### src/npg_pkg.sv
// constants, types and field layout of the nine port pin bank
// Operation
// - nine ports mapped at indices ff0 to ff8
// - thirty six pins: 4 in, 24 io, 8 open-drain
// - latches readable, writable, testable per bit or wider
// - ports zero, two, three: per-pin direction
// - port zero group pull-up, off on outputs
// - input only port, data writes have no effect
// - input only port pull-ups on lower three pins
// - open-drain ports drive low or release only
// - open-drain ports pair into one byte
// - open-drain pull-ups fixed by build parameter
// - port six direction, pull-up, auto off outputs
// - ports six and seven pair into one byte
// - pulldown port per-pin direction
// - pulldown port group pull-down, off on outputs
package npg_pkg;
   localparam int NPG_PORTS = 9;
   localparam int NPG_PW = 4;
   // bus geometry: word index sits above the two byte bits
   localparam int NPG_ADR_W = 14;
   localparam int NPG_IDX_W = 12;
   localparam int NPG_IDX_LSB = 2;
   // register indices; byte address is four times the index
   localparam logic [11:0] NPG_DATA_BASE = 12'hff0;
   localparam logic [11:0] NPG_DATA_LAST = 12'hff8;
   localparam logic [11:0] NPG_PAIR_OD = 12'hffa;
   localparam logic [11:0] NPG_PAIR_KS = 12'hffb;
   localparam logic [11:0] NPG_CFG_BASE = 12'hfe0;
   localparam logic [11:0] NPG_CFG_LAST = 12'hfe8;
   // data word fields
   localparam int NPG_DAT_LSB = 0;
   localparam int NPG_MASK_LSB = 8;
   localparam int NPG_PAIR_HI_LSB = 4;
   // config word fields
   localparam int NPG_DIR_LSB = 0;
   localparam int NPG_RES_BIT = 4;
   // per-port capabilities, bit n for port n
   localparam logic [8:0] NPG_HAS_DIR = 9'h1cd;
   localparam logic [8:0] NPG_HAS_PU = 9'h04f;
   localparam logic [8:0] NPG_HAS_PD = 9'h100;
   localparam logic [8:0] NPG_IS_OD = 9'h030;
   localparam int NPG_IN_PORT = 1;
   localparam logic [3:0] NPG_IN_PU_PINS = 4'h7;
   localparam logic [3:0] NPG_ALL_PINS = 4'hf;
   localparam logic [3:0] NPG_NO_PINS = 4'h0;
   // reset values
   localparam logic [3:0] NPG_DIR_RST = 4'h0;
   localparam logic NPG_RES_RST = 1'b0;
   localparam logic [3:0] NPG_LATCH_RST = 4'hf;
   localparam logic [7:0] NPG_OD_PULL_DEF = 8'h00;

   typedef logic [8:0][3:0] npg_pins_t;

   typedef struct packed {
      logic cyc;
      logic stb;
      logic we;
      logic [13:0] adr;
      logic [3:0] sel;
      logic [31:0] dat;
   } npg_wb_req_t;

   typedef struct packed {
      logic ack;
      logic [31:0] dat;
   } npg_wb_rsp_t;
endpackage

### src/npg_pin_sync.sv
// three-stage pin synchroniser with agreement filter
`timescale 1ns/10ps
`default_nettype none
module npg_pin_sync (
   input wire logic clk,                       // system clock
   input wire logic rst,                       // sync reset, high
   input wire npg_pkg::npg_pins_t pin_i,       // raw pad levels
   output var npg_pkg::npg_pins_t pin_s        // filtered levels
);
   import npg_pkg::*;

   typedef struct packed {
      npg_pins_t s1;
      npg_pins_t s2;
      npg_pins_t s3;
      npg_pins_t val;
   } npg_sync_st_t;

   npg_sync_st_t st_ff;
   npg_sync_st_t nxt_st;

   // s1 feeds only s2; a bit moves once s2 and s3 agree
   always_comb begin
      nxt_st = st_ff;
      nxt_st.s1 = pin_i;
      nxt_st.s2 = st_ff.s1;
      nxt_st.s3 = st_ff.s2;
      for (int p = 0; p < NPG_PORTS; p++) begin
         for (int b = 0; b < NPG_PW; b++) begin
            if (st_ff.s2[p][b] == st_ff.s3[p][b]) begin
               nxt_st.val[p][b] = st_ff.s3[p][b];
            end
         end
      end
   end

   always_ff @(posedge clk) begin
      if (rst) begin
         st_ff <= '0;
      end else begin
         st_ff <= nxt_st;
      end
   end

   assign pin_s = st_ff.val;
endmodule
`default_nettype wire

### src/npg_port_drive.sv
// pad drive and resistor control for one four-pin port
`timescale 1ns/10ps
`default_nettype none
module npg_port_drive #(
   parameter bit IS_OD = 1'b0,                 // open-drain port
   parameter logic [3:0] PU_PINS = 4'h0,       // soft pull-up pins
   parameter logic [3:0] PD_PINS = 4'h0,       // soft pull-down pins
   parameter logic [3:0] FIXED_PU = 4'h0       // build-time pull-ups
) (
   input wire logic [3:0] latch,               // output latch
   input wire logic [3:0] dir,                 // 1 = output
   input wire logic res_en,                    // group resistor enable
   output logic [3:0] o,                       // pad output level
   output logic [3:0] oe,                      // pad drive enable
   output logic [3:0] pu,                      // pull-up enable
   output logic [3:0] pd                       // pull-down enable
);
   import npg_pkg::*;

   // open-drain pulls low on a zero latch, floats on a one
   always_comb begin
      if (IS_OD) begin
         o = NPG_NO_PINS;
         oe = ~latch;
         pu = FIXED_PU;
         pd = NPG_NO_PINS;
      end else begin
         o = latch;
         oe = dir;
         // resistors drop on any pin turned output
         pu = res_en ? (PU_PINS & ~dir) : NPG_NO_PINS;
         pd = res_en ? (PD_PINS & ~dir) : NPG_NO_PINS;
      end
   end
endmodule
`default_nettype wire

### src/npg_gpio_bank.sv
// nine port gpio bank with classic wishbone register access
//
// Register access over Wishbone and the address map are this design's own decisions.
`timescale 1ns/10ps
`default_nettype none
module npg_gpio_bank #(
   parameter logic [7:0] OD_PULL = npg_pkg::NPG_OD_PULL_DEF  // od pull-ups
) (
   input wire logic clk,                       // system clock
   input wire logic rst,                       // sync reset, high
   input wire npg_pkg::npg_wb_req_t wb_req,    // wishbone request
   output var npg_pkg::npg_wb_rsp_t wb_rsp,    // wishbone answer
   input wire npg_pkg::npg_pins_t pin_i,       // pad input levels
   output var npg_pkg::npg_pins_t pin_o,       // pad output levels
   output var npg_pkg::npg_pins_t pin_oe,      // pad drive enables
   output var npg_pkg::npg_pins_t pin_pu,      // pull-up enables
   output var npg_pkg::npg_pins_t pin_pd       // pull-down enables
);
   import npg_pkg::*;

   typedef struct packed {
      npg_wb_rsp_t rsp;
      npg_pins_t latch;
      npg_pins_t dir;
      logic [8:0] res_en;
      npg_pins_t o;
      npg_pins_t oe;
      npg_pins_t pu;
      npg_pins_t pd;
   } npg_bank_st_t;

   npg_bank_st_t st_ff;
   npg_bank_st_t nxt_st;
   npg_pins_t pin_s;
   npg_pins_t drv_o;
   npg_pins_t drv_oe;
   npg_pins_t drv_pu;
   npg_pins_t drv_pd;
   npg_pins_t pv;
   logic [11:0] idx;
   logic req;

   // pad inputs come from another domain, so filter them
   npg_pin_sync u_sync (
      .clk(clk),
      .rst(rst),
      .pin_i(pin_i),
      .pin_s(pin_s)
   );

   // one drive block per port, shaped by its capabilities
   generate
      for (genvar g = 0; g < NPG_PORTS; g++) begin : g_port
         localparam logic [3:0] PU_P = !NPG_HAS_PU[g] ? NPG_NO_PINS :
            (g == NPG_IN_PORT) ? NPG_IN_PU_PINS : NPG_ALL_PINS;
         localparam logic [3:0] PD_P = NPG_HAS_PD[g] ? NPG_ALL_PINS :
            NPG_NO_PINS;
         localparam logic [3:0] FX_P = (g == 4) ? OD_PULL[3:0] :
            (g == 5) ? OD_PULL[7:4] : NPG_NO_PINS;
         npg_port_drive #(
            .IS_OD(NPG_IS_OD[g]),
            .PU_PINS(PU_P),
            .PD_PINS(PD_P),
            .FIXED_PU(FX_P)
         ) u_drv (
            .latch(st_ff.latch[g]),
            .dir(st_ff.dir[g]),
            .res_en(st_ff.res_en[g]),
            .o(drv_o[g]),
            .oe(drv_oe[g]),
            .pu(drv_pu[g]),
            .pd(drv_pd[g])
         );
      end
   endgenerate

   // value seen by a read or test: latch on outputs, pad on inputs and on open-drain ports
   always_comb begin
      for (int p = 0; p < NPG_PORTS; p++) begin
         if (NPG_IS_OD[p]) begin
            pv[p] = pin_s[p];
         end else begin
            pv[p] = (st_ff.dir[p] & st_ff.latch[p]) |
               (~st_ff.dir[p] & pin_s[p]);
         end
      end
   end

   assign idx = wb_req.adr[NPG_ADR_W-1:NPG_IDX_LSB];
   // one answer per request; ack drops the cycle after
   assign req = wb_req.cyc & wb_req.stb & ~st_ff.rsp.ack;

   // register decode, write effects and answer
   always_comb begin
      logic [3:0] pidx;
      logic [3:0] m;
      logic [3:0] wd;
      logic wr;
      pidx = 4'h0;
      m = NPG_ALL_PINS;
      wd = wb_req.dat[NPG_DAT_LSB +: NPG_PW];
      wr = req & wb_req.we & wb_req.sel[0];
      nxt_st = st_ff;
      nxt_st.rsp.ack = req;
      nxt_st.rsp.dat = '0;
      // a zero mask means a full four-bit access
      if (wb_req.dat[NPG_MASK_LSB +: NPG_PW] != NPG_NO_PINS) begin
         m = wb_req.dat[NPG_MASK_LSB +: NPG_PW];
      end
      if (idx >= NPG_DATA_BASE && idx <= NPG_DATA_LAST) begin
         pidx = 4'(idx - NPG_DATA_BASE);
         if (req) begin
            nxt_st.rsp.dat[NPG_DAT_LSB +: NPG_PW] = pv[pidx];
         end
         // the input-only port keeps no output latch
         if (wr && pidx != 4'(NPG_IN_PORT)) begin
            nxt_st.latch[pidx] = (st_ff.latch[pidx] & ~m) | (wd & m);
         end
      end else if (idx == NPG_PAIR_OD) begin
         if (req) begin
            nxt_st.rsp.dat[7:0] = {pv[5], pv[4]};
         end
         if (wr) begin
            nxt_st.latch[4] = wb_req.dat[NPG_DAT_LSB +: NPG_PW];
            nxt_st.latch[5] = wb_req.dat[NPG_PAIR_HI_LSB +: NPG_PW];
         end
      end else if (idx == NPG_PAIR_KS) begin
         if (req) begin
            nxt_st.rsp.dat[7:0] = {pv[7], pv[6]};
         end
         if (wr) begin
            nxt_st.latch[6] = wb_req.dat[NPG_DAT_LSB +: NPG_PW];
            nxt_st.latch[7] = wb_req.dat[NPG_PAIR_HI_LSB +: NPG_PW];
         end
      end else if (idx >= NPG_CFG_BASE && idx <= NPG_CFG_LAST) begin
         pidx = 4'(idx - NPG_CFG_BASE);
         if (req) begin
            nxt_st.rsp.dat[NPG_DIR_LSB +: NPG_PW] = st_ff.dir[pidx];
            nxt_st.rsp.dat[NPG_RES_BIT] = st_ff.res_en[pidx];
         end
         // fields a port lacks stay at zero
         if (wr && NPG_HAS_DIR[pidx]) begin
            nxt_st.dir[pidx] = wb_req.dat[NPG_DIR_LSB +: NPG_PW];
         end
         if (wr && (NPG_HAS_PU[pidx] || NPG_HAS_PD[pidx])) begin
            nxt_st.res_en[pidx] = wb_req.dat[NPG_RES_BIT];
         end
      end
      // pads follow one cycle behind the latches, from flops
      nxt_st.o = drv_o;
      nxt_st.oe = drv_oe;
      nxt_st.pu = drv_pu;
      nxt_st.pd = drv_pd;
   end

   // reset: all pins inputs, resistors off, latches high
   always_ff @(posedge clk) begin
      if (rst) begin
         st_ff.rsp <= '0;
         st_ff.latch <= {NPG_PORTS{NPG_LATCH_RST}};
         st_ff.dir <= {NPG_PORTS{NPG_DIR_RST}};
         st_ff.res_en <= {NPG_PORTS{NPG_RES_RST}};
         st_ff.o <= '0;
         st_ff.oe <= '0;
         st_ff.pu <= '0;
         st_ff.pd <= '0;
      end else begin
         st_ff <= nxt_st;
      end
   end

   assign wb_rsp = st_ff.rsp;
   assign pin_o = st_ff.o;
   assign pin_oe = st_ff.oe;
   assign pin_pu = st_ff.pu;
   assign pin_pd = st_ff.pd;
endmodule
`default_nettype wire

### config.mk
export PLATFORM = sky130hd
export DESIGN_NAME = npg_gpio_bank
export DESIGN_NICKNAME = d
export VERILOG_FILES = /design/src/npg_pkg.sv /design/src/npg_pin_sync.sv /design/src/npg_port_drive.sv /design/src/npg_gpio_bank.sv
export SDC_FILE = /design/constraint.sdc
export NUM_CORES = 1
export LEC_CHECK = 0
export BUFFER_PORTS_ARGS = -buffer_cell sky130_fd_sc_hd__buf_2
export CAP_MARGIN = 20
export CORE_UTILIZATION = 29
export CTS_CLUSTER_DIAMETER = 100
export DETAILED_ROUTE_END_ITERATION = 8
export GPL_ROUTABILITY_DRIVEN = 0
export PLACE_DENSITY = 0.51
export SLEW_MARGIN = 40
export SYNTH_ARGS = -nofsm -noshare
export SYNTH_HDL_FRONTEND = slang
export SYNTH_SLANG_ARGS = --single-unit
export TNS_END_PERCENT = 5
### constraint.sdc
create_clock -name clk -period 2.35 [get_ports clk]
set_input_delay 0.5875 -clock clk [delete_from_list [all_inputs] [get_ports clk]]
set_output_delay 0.5875 -clock clk [all_outputs]
set_load 0.01 [all_outputs]
==> metrics.md, run 1 <==
| Metric | Value |
|---|---|
| R2r endpoint | st_ff[190] |
| Quantity of I/O buffers inserted on ports | 161 |
| Clk pin slew, worst setup/hold paths | about 0.060 ns |
| Initial standard-cell utilization of the core | 29.5% |
| Period utilisation layout | ~87% |
| Setup Skew | 0.0143 ns |
| Post-DP HPWL | 23,900 um |
| Post-route core utilization | 35.9% |
| Worst setup path category | primary input to flip-flop |
| Max_cap viols | 0 |
| Critical path endpoint category | flip-flop |
| Synth area leaders | sky130_fd_sc_hd__dfxtp_1, sky130_fd_sc_hd__nor2b_1, sky130_fd_sc_hd__buf_4 |
| Xor and xnor fraction of the mapped netlist area | 0.0743% |
| Global-route congestion overflow total | 0 |
| Area growth from synthesis to layout | 21.8% |
| Number of global-route vias before repair | 8,118 |
| Pin count of the biggest net entering global routing | 113 |
| Root buffer cell | sky130_fd_sc_hd__clkbuf_16 |
| Synth area leader | sky130_fd_sc_hd__dfxtp_1 |
| Register-to-register path setup slack | 0.39 ns |
| Setup repair after global routing missed its margin | false |
| Post-synthesis cell area | 11,800 um2 |
| Multi-input logic area | 4740 um2 |
| Wire length per cell | 17.1 um |
| Combinational family with the most area after synthesis | simple AND/OR/NAND/NOR gates |
| Timing startpoint of the critical path | wb_req[39] |
| Wire length of the first global-routing pass | 48,000 um |
| Number of enable flip-flop cells after synthesis | 0 |
| Combined flip-flop and latch cell area | 6430 um2 |
| Critical Path RT | 2.78 ns |
| Class of the tightest hold or removal check | primary input to flip-flop |
| Average cell area after synthesis | 10.3 um2 |
| Category of the worst setup path launch point | primary input |
| Final Max Slew Viols | 0 |
| Initial antenna violation count | 0 |
| Worst-case reg-to-reg path depth | 5 |
| Syn Inst Count | 1,143 |
| H-tree levels | 2 |
| Final setup viols | 0 |
| Cts hold-fix bufs | 0 |
| Most common library cells after synthesis | sky130_fd_sc_hd__dfxtp_1, sky130_fd_sc_hd__nor2b_1, sky130_fd_sc_hd__buf_4, sky130_fd_sc_hd__o21ai_0, sky130_fd_sc_hd__nor2_1 |
| Die width | around 200 um |
| Setup repair bufs after CTS | 0 |
| Final hold viol count | 0 |
| Leakage power summed over all cells | 0.00600 uW |
| Adder and majority gate portion of the synthesized area | 0% |
| TritonCTS clock tree | built |
| Warnings from Yosys | 0 |
| Asr flop ratio synth | 0% |
| DRC marker count from the first detailed-route iteration | ~470 |
| Post-route ant nets | 0 |
| Clock insertion delay at the later pin of the skew report | between 0.5 and 0.6 ns |
| Synthesized flop and latch total | 321 |
| CORE AREA | 39,900 um2 |
| Final WL | 32,300 um |
| Largest driver fanout on the critical path | 7 |
| Resized Gates After CTS | 0 |
| DRC errors left | 0 |
| Post-route cell area | approximately 14,000 um2 |
| Slew headroom | 61.2% |
| Total Die Area | 41,400 um2 |
| Library cell with the highest instance count after synthesis | sky130_fd_sc_hd__dfxtp_1 |
| CP Data Arrival Time | approximately 2.5 ns |
| Worst-margin pin slew | approximately 0.58 ns |
| Die H | between 200 and 250 um |
| Status | finished clean |
| Achievable Freq | 491 MHz |
| Complex-gate fraction of the synthesized area | about a tenth |
| Number of iterations in the first detailed-routing pass | 8 |
| Final Net Count | between 1k and 1.5k |
| Number of buffers on the longest clock path | 3 |
| Worst slack at placement | -0.309 ns |
| Distinct cell type count after synthesis | 60 |
| Minimum clock period | 2.03 ns |
| VDD IR-drop max | 0.396 mV |
| Fraction of layout instances using a drive strength above 1 | between 20 and 25% |
| Global Route Usage Sum | between 10% and 20% |
| Proportion of synthesized area in mux cells | between 8 and 9% |
| Top_reg_cell synth | sky130_fd_sc_hd__dfxtp_1 |
| Avg Vias per Cell | 4.52 |
| Setup tns final | 0 ns |
| Clock tree sinks | 321 |
| Number of CTS-inserted buffers | 36 |
| Setup crit end | wb_rsp[3] |
| Part of the Yosys area used for sequential elements | 54.5% |
| Basic-gate share of the synthesized area counting and, or, nand and nor cells | 18.9% |
| Placed cell area | 13,200 um2 |
| Number of inserted filler cells in the final layout | 4,031 |
| Number of vias after detailed routing | 8,565 |
| Number of standard-cell rows in the floorplan | 73 |
| Final critical-path setup slack | roughly 0.32 ns |
| Top-Level Pins | 268 |
| Area share of the leading cell type in the synthesized netlist | ~55% |
| Tightest hold margin | roughly 0.25 ns |
| R2R Path Start | st_ff[202] |
| Power per standard cell area | 812 nW/um2 |
## cell families after synthesis
logic type                count (synthesis)
AOI/OAI and AO/OA                       193
xor gates and xnor gates                  1
DFF                                     321
buffers and inverters                   145
muxes                                    79
and+or+nand+nor                         403
other                                     1
## layout by cell type (no fill, tap or decap), types with 5 or more instances in the layout
| cell type | instances |
|---|---|
| sky130_fd_sc_hd__mux2_2 | 10 |
| sky130_fd_sc_hd__clkbuf_16 | 36 |
| sky130_fd_sc_hd__buf_4 | 53 |
| sky130_fd_sc_hd__o21ai_0 | 76 |
| sky130_fd_sc_hd__dfxtp_1 | 321 |
| sky130_fd_sc_hd__nand2b_1 | 9 |
| sky130_fd_sc_hd__and4_1 | 6 |
| sky130_fd_sc_hd__conb_1 | 81 |
| sky130_fd_sc_hd__nor2_1 | 72 |
| sky130_fd_sc_hd__inv_1 | 9 |
| sky130_fd_sc_hd__clkbuf_8 | 9 |
| sky130_fd_sc_hd__a22o_1 | 5 |
| sky130_fd_sc_hd__a21oi_1 | 64 |
| sky130_fd_sc_hd__clkbuf_1 | 7 |
| sky130_fd_sc_hd__a221oi_1 | 6 |
| sky130_fd_sc_hd__nand4_1 | 16 |
| sky130_fd_sc_hd__buf_2 | 160 |
| sky130_fd_sc_hd__buf_12 | 5 |
| sky130_fd_sc_hd__nand2_1 | 70 |
| sky130_fd_sc_hd__nor3_1 | 14 |
| sky130_fd_sc_hd__mux4_2 | 5 |
| sky130_fd_sc_hd__nor2b_1 | 178 |
| sky130_fd_sc_hd__nand3_1 | 6 |
| sky130_fd_sc_hd__mux2i_1 | 54 |
| sky130_fd_sc_hd__a211oi_1 | 9 |
| sky130_fd_sc_hd__clkinv_2 | 5 |
| sky130_fd_sc_hd__nor4_1 | 8 |
| sky130_fd_sc_hd__mux4_1 | 10 |
## worst max-delay path, stage by stage
cell and delay [ns]:
sky130_fd_sc_hd__buf_2 0.15, sky130_fd_sc_hd__buf_4 0.18, sky130_fd_sc_hd__or4b_4 0.53, sky130_fd_sc_hd__nor4_4 0.45
sky130_fd_sc_hd__buf_4 0.18, sky130_fd_sc_hd__a221oi_1 0.07, sky130_fd_sc_hd__nor3_1 0.31
## final cells by class
cell class                      instances  share of cell area, %
Sequential cell                       321                   44.8
Tap cell                              525                   4.58
Antenna cell                            1                 0.0174
Multi-Input combinational cell        757                   33.1
Clock buffer                           51                   7.23
Clock inverter                         13                  0.950
Inverter                                9                  0.235
Timing Repair Buffer                  219                   9.15
## worst min path at each step
stage / end / startpoint / cells past startpoint / slack (ns)
6_report: u_sync.nxt_st[78] / pin_i[6] / 2 / 0.25
2_1_floorplan: pin_oe[23] / st_ff[212] / 1 / 0.41
4_1_cts: u_sync.nxt_st[78] / pin_i[6] / 2 / 0.21
5_1_grt: u_sync.nxt_st[73] / pin_i[1] / 2 / 0.23
3_5_place_dp: u_sync.nxt_st[70] / u_sync.nxt_st[106] / 1 / 0.42
3_3_place_gp: u_sync.nxt_st[37] / u_sync.nxt_st[73] / 1 / 0.42
## through the flow
| stage | power, uW | std cells |
|---|---|---|
| 6_report | 11600 | 1896 |
| 5_1_grt | 12100 | 1895 |
| 4_1_cts | 11800 | 1895 |
| 3_5_place_dp | 6260 | 1831 |
| 3_3_place_gp | 6260 | 1831 |
| 2_1_floorplan | 6130 | 1223 |
## layer usage
metal  track usage, %  up-vias  wire length (um)
met4             6.42        0              1120
met3             3.76       67              2210
met5                0        -                 0
met2             23.6      335             14100
met1             20.6     3993             14900
li1                 -     4170                 -
## state kept, by name, indices dropped and copies added (netlist names)
name           flops
u_sync.pin_s      36
pin_oe            36
pin_pd             4
u_sync.nxt_st     72
st_ff             81
u_sync.st_ff      36
pin_o             28
pin_pu            19
wb_rsp             9
## power breakdown
part	internal (uW)	leakage [uW]	switching, uW	total, uW
Clock	3220	0.000573	2280	5500
Sequential	5550	0.00262	33.8	5580
Combinational	211	0.00281	354	565
(Power assumes the default switching activity.)
==> run 2: changes to the inputs <==
--- a/config.mk
+++ b/config.mk
@@ -5,6 +5,7 @@
 export SDC_FILE = /design/constraint.sdc
 export NUM_CORES = 1
 export LEC_CHECK = 0
+export ABC_AREA = 1
 export BUFFER_PORTS_ARGS = -buffer_cell sky130_fd_sc_hd__buf_2
 export CAP_MARGIN = 20
 export CORE_UTILIZATION = 29
==> run 2 against run 1 <==
Effect of this change:
- critical path type is now flip-flop to flip-flop
- cell count up 25%
- area after synthesis is 4.9% higher
- sequential share of layout area down 2.1 points
- critical path depth up 3
- fmax grew 14%
- synthesized cell count up 41%
- non-clock buffer count fell by 9
- first-iteration DRC count is 59% higher
- highest routed layer unchanged
- via count grew 18%
- global-route usage up 0.29 points
- largest cell class unchanged
==> metrics.md, run 2 <==
| Metric | Value |
|---|---|
| Avg Vias per Cell | 4.26 |
| Post-route core utilization | 35.9% |
| VDD IR-drop max | roughly 0.38 mV |
| Area share of the leading cell type in the synthesized netlist | 52.0% |
| CP Data Arrival Time | 2.21 ns |
| Asr flop ratio synth | 0% |
| Initial standard-cell utilization of the core | 29.5% |
| Setup repair bufs after CTS | 0 |
| Global-route congestion overflow total | 0 |
| Wire length per cell | 14.5 um |
| Number of buffers on the longest clock path | 3 |
| Resized Gates After CTS | 0 |
| Library cell with the highest instance count after synthesis | sky130_fd_sc_hd__nor2_1 |
| Clk pin slew, worst setup/hold paths | ~0.06 ns |
| Slew headroom | 56.6% |
| Initial antenna violation count | 0 |
| Final Max Slew Viols | 0 |
| Power share of the combinational group | 5.2% |
| Largest driver fanout on the critical path | 6 |
| Power per standard cell area | 818 nW/um2 |
| Class of the tightest hold or removal check | primary input to flip-flop |
| Number of iterations in the first detailed-routing pass | 5 |
| Area growth from synthesis to layout | 21.7% |
| DRC marker count from the first detailed-route iteration | between 700 and 800 |
| Synthesized flop and latch total | 321 |
| Critical Path RT | 2.78 ns |
| Final setup viols | 0 |
| Ant diodes | 0 |
| Final WL | 34,300 um |
| Post-route ant nets | 0 |
| DRC errors left | 0 |
| Most frequent standard cell in the layout excluding fill and tap cells | sky130_fd_sc_hd__nor2_1 |
| CORE AREA | between 40,000 and 50,000 um2 |
| Worst setup path category | flip-flop to flip-flop |
| Root buffer cell | sky130_fd_sc_hd__clkbuf_16 |
| Part of the Yosys area used for sequential elements | 52.0% |
| Post-DP HPWL | 25,400 um |
| Critical path endpoint category | flip-flop |
| Net switching share of the total power | 22.8% |
| Setup repair after global routing missed its margin | false |
| Setup tns final | 0 ns |
| Global Route Usage Sum | 15.7% |
| Net switching power | 2810 uW |
| Buf/Inv on CP | 3 |
| Worst-margin pin slew | 0.651 ns |
| Number of vias after detailed routing | 10.1k |
| Die width | 208 um |
| Quantity of I/O buffers inserted on ports | 161 |
| Category of the worst setup path launch point | flip-flop |
| Crit-path cells | inv_1 -> nand3_1 -> nor2_4 -> inv_1 -> a31oi_1 -> nand2_4 -> nor2_4 -> inv_2 -> nor2_1 -> nor2_1 |
| Clock tree sinks | roughly 320 |
| Clock share of power | 49.4% |
| Die H | 208 um |
| Placed Instances | 2,308 |
| Cell family contributing the most delay on the critical path | simple AND/OR/NAND/NOR gates |
| Achievable Freq | 563 MHz |
| Distinct cell type count after synthesis | 33 |
| Most common library cells after synthesis | sky130_fd_sc_hd__nor2_1, sky130_fd_sc_hd__dfxtp_1, sky130_fd_sc_hd__nand2_1, sky130_fd_sc_hd__inv_1, sky130_fd_sc_hd__buf_4 |
| Sum of internal, switching and leakage power | 12,300 uW |
| Flip-flop count of the largest register after layout | 81 |
| Period utilisation layout | 75.6% |
| Average cell area after synthesis | 7.68 um2 |
| Internal Dissipation | ~9500 uW |
| Final Net Count | around 1.9k |
| Number of CTS-inserted buffers | 37 |
| Number of enable flip-flop cells after synthesis | 0 |
| TritonCTS clock tree | built |
| Number of standard-cell rows in the floorplan | 75 |
| Cts hold-fix bufs | 0 |
| Largest incremental delay on the critical path | around 0.32 ns |
| Synth area leaders | sky130_fd_sc_hd__dfxtp_1, sky130_fd_sc_hd__nor2_1, sky130_fd_sc_hd__nand2_1 |
| Sequential group share of total power | 45.4% |
| Number of global-route vias before repair | 9,407 |
| Post-synthesis cell area | 12,400 um2 |
| Wire length of the first global-routing pass | 53,000 um |
| Top-Level Pins | 268 |
| Register with the highest flop count | st_ff |
| Max_cap viols | 0 |
| Minimum clock period | 1.78 ns |
| Fraction of layout instances using a drive strength above 1 | 17.8% |
| Top_reg_cell synth | sky130_fd_sc_hd__dfxtp_1 |
| H-tree levels | 2 |
| Fin cells | approximately 2.4k |
| Pin count of the biggest net entering global routing | around 130 |
| Final hold viol count | 0 |
| Warnings from Yosys | 0 |
| Synth area leader | sky130_fd_sc_hd__dfxtp_1 |
| Highest-count cells in the layout ignoring fill and taps | sky130_fd_sc_hd__nor2_1, sky130_fd_sc_hd__dfxtp_1, sky130_fd_sc_hd__nand2_1 |
| Setup Skew | 0.0170 ns |
| Clock insertion delay at the later pin of the skew report | between 0.5 and 0.6 ns |
| Total Die Area | 43,400 um2 |
| Cell with the largest stage delay on the worst path | sky130_fd_sc_hd__dfxtp_1 |
| Syn Inst Count | 1,610 |
| Status | finished clean |
| Leakage power summed over all cells | 0.00738 uW |
-- run 2: changes by cell type in the layout (fill, tap and decap cells not counted), moves of 13 or more --
| cell | previous run | this run |
|---|---|---|
| sky130_fd_sc_hd__nor2_1 | 72 | 323 |
| sky130_fd_sc_hd__inv_1 | 9 | 237 |
| sky130_fd_sc_hd__nand2_1 | 70 | 261 |
| sky130_fd_sc_hd__nor2b_1 | 178 | 0 |
| sky130_fd_sc_hd__mux2i_1 | 54 | 0 |
| sky130_fd_sc_hd__nand3_1 | 6 | 51 |
| sky130_fd_sc_hd__o211ai_1 | 1 | 23 |
| sky130_fd_sc_hd__inv_2 | 0 | 17 |
| sky130_fd_sc_hd__a211oi_1 | 9 | 22 |
-- run 2: cells by family after synthesis --
kind of cell	Yosys count	synth area share [%]
compound gates	217	10.1
buf+inv	390	14.6
flops	321	52.0
other cells	1	0.0303
simple gates	681	23.2
-- run 2: per-stage QoR --
stage,hold slack [ns],cell area [um2],worst slack [ns]
6_report,0.256,15000,0.572
5_1_grt,0.249,15000,0.382
4_1_cts,0.238,15000,0.535
3_5_place_dp,0.395,13700,-0.000371
3_3_place_gp,0.395,13700,0.0761
2_1_floorplan,0.388,12700,0.552
-- run 2: power by group through the flow --
stage	Sequential [uW]	Clock (uW)	Combinational, uW
after floorplan	5710	0	470
after global placement	5700	0	635
after detailed placement	5700	0	639
after CTS	5580	6230	641
after global routing	5590	6460	717
final	5580	6080	640
-- run 2: layout make-up --
type                    instances  area [um2]
well taps                     539         674
clock buffers                  53        1110
inverters                     259         972
repair buffers                210        1230
multi-input cells             979        4430
clock inverters                14         196
flip-flops and latches        321        6430
fillers                      4440       26900
-- run 2: path summary, 6_finish.rpt --
kind                     startpoint                  to  slack, ns  depth (start not counted)
hold reg to reg   u_sync.nxt_st[78]   u_sync.nxt_st[42]       0.39                          2
setup reg to reg         wb_rsp[32]          st_ff[178]       0.57                         10
hold / removal            pin_i[33]  u_sync.nxt_st[105]       0.26                          3
setup / recovery         wb_rsp[32]          st_ff[178]       0.57                         10
-- run 2: tightest hold or removal path, delay by kind of cell --
| kind | cells | cell delay, ns |
|---|---|---|
| buffers and inverters | 2 | 0.10 |
| AND/OR/NAND/NOR | 1 | 0.06 |
-- run 2: layer usage --
layer	GRT usage [%]	up-vias	wire, um	part of all wire (%)
li1	-	5188	-	-
met1	21.4	4612	16500	48
met5	0	-	0	0
met3	3.02	51	1860	5.4
met2	25.1	275	15400	45
met4	4.39	0	612	1.8
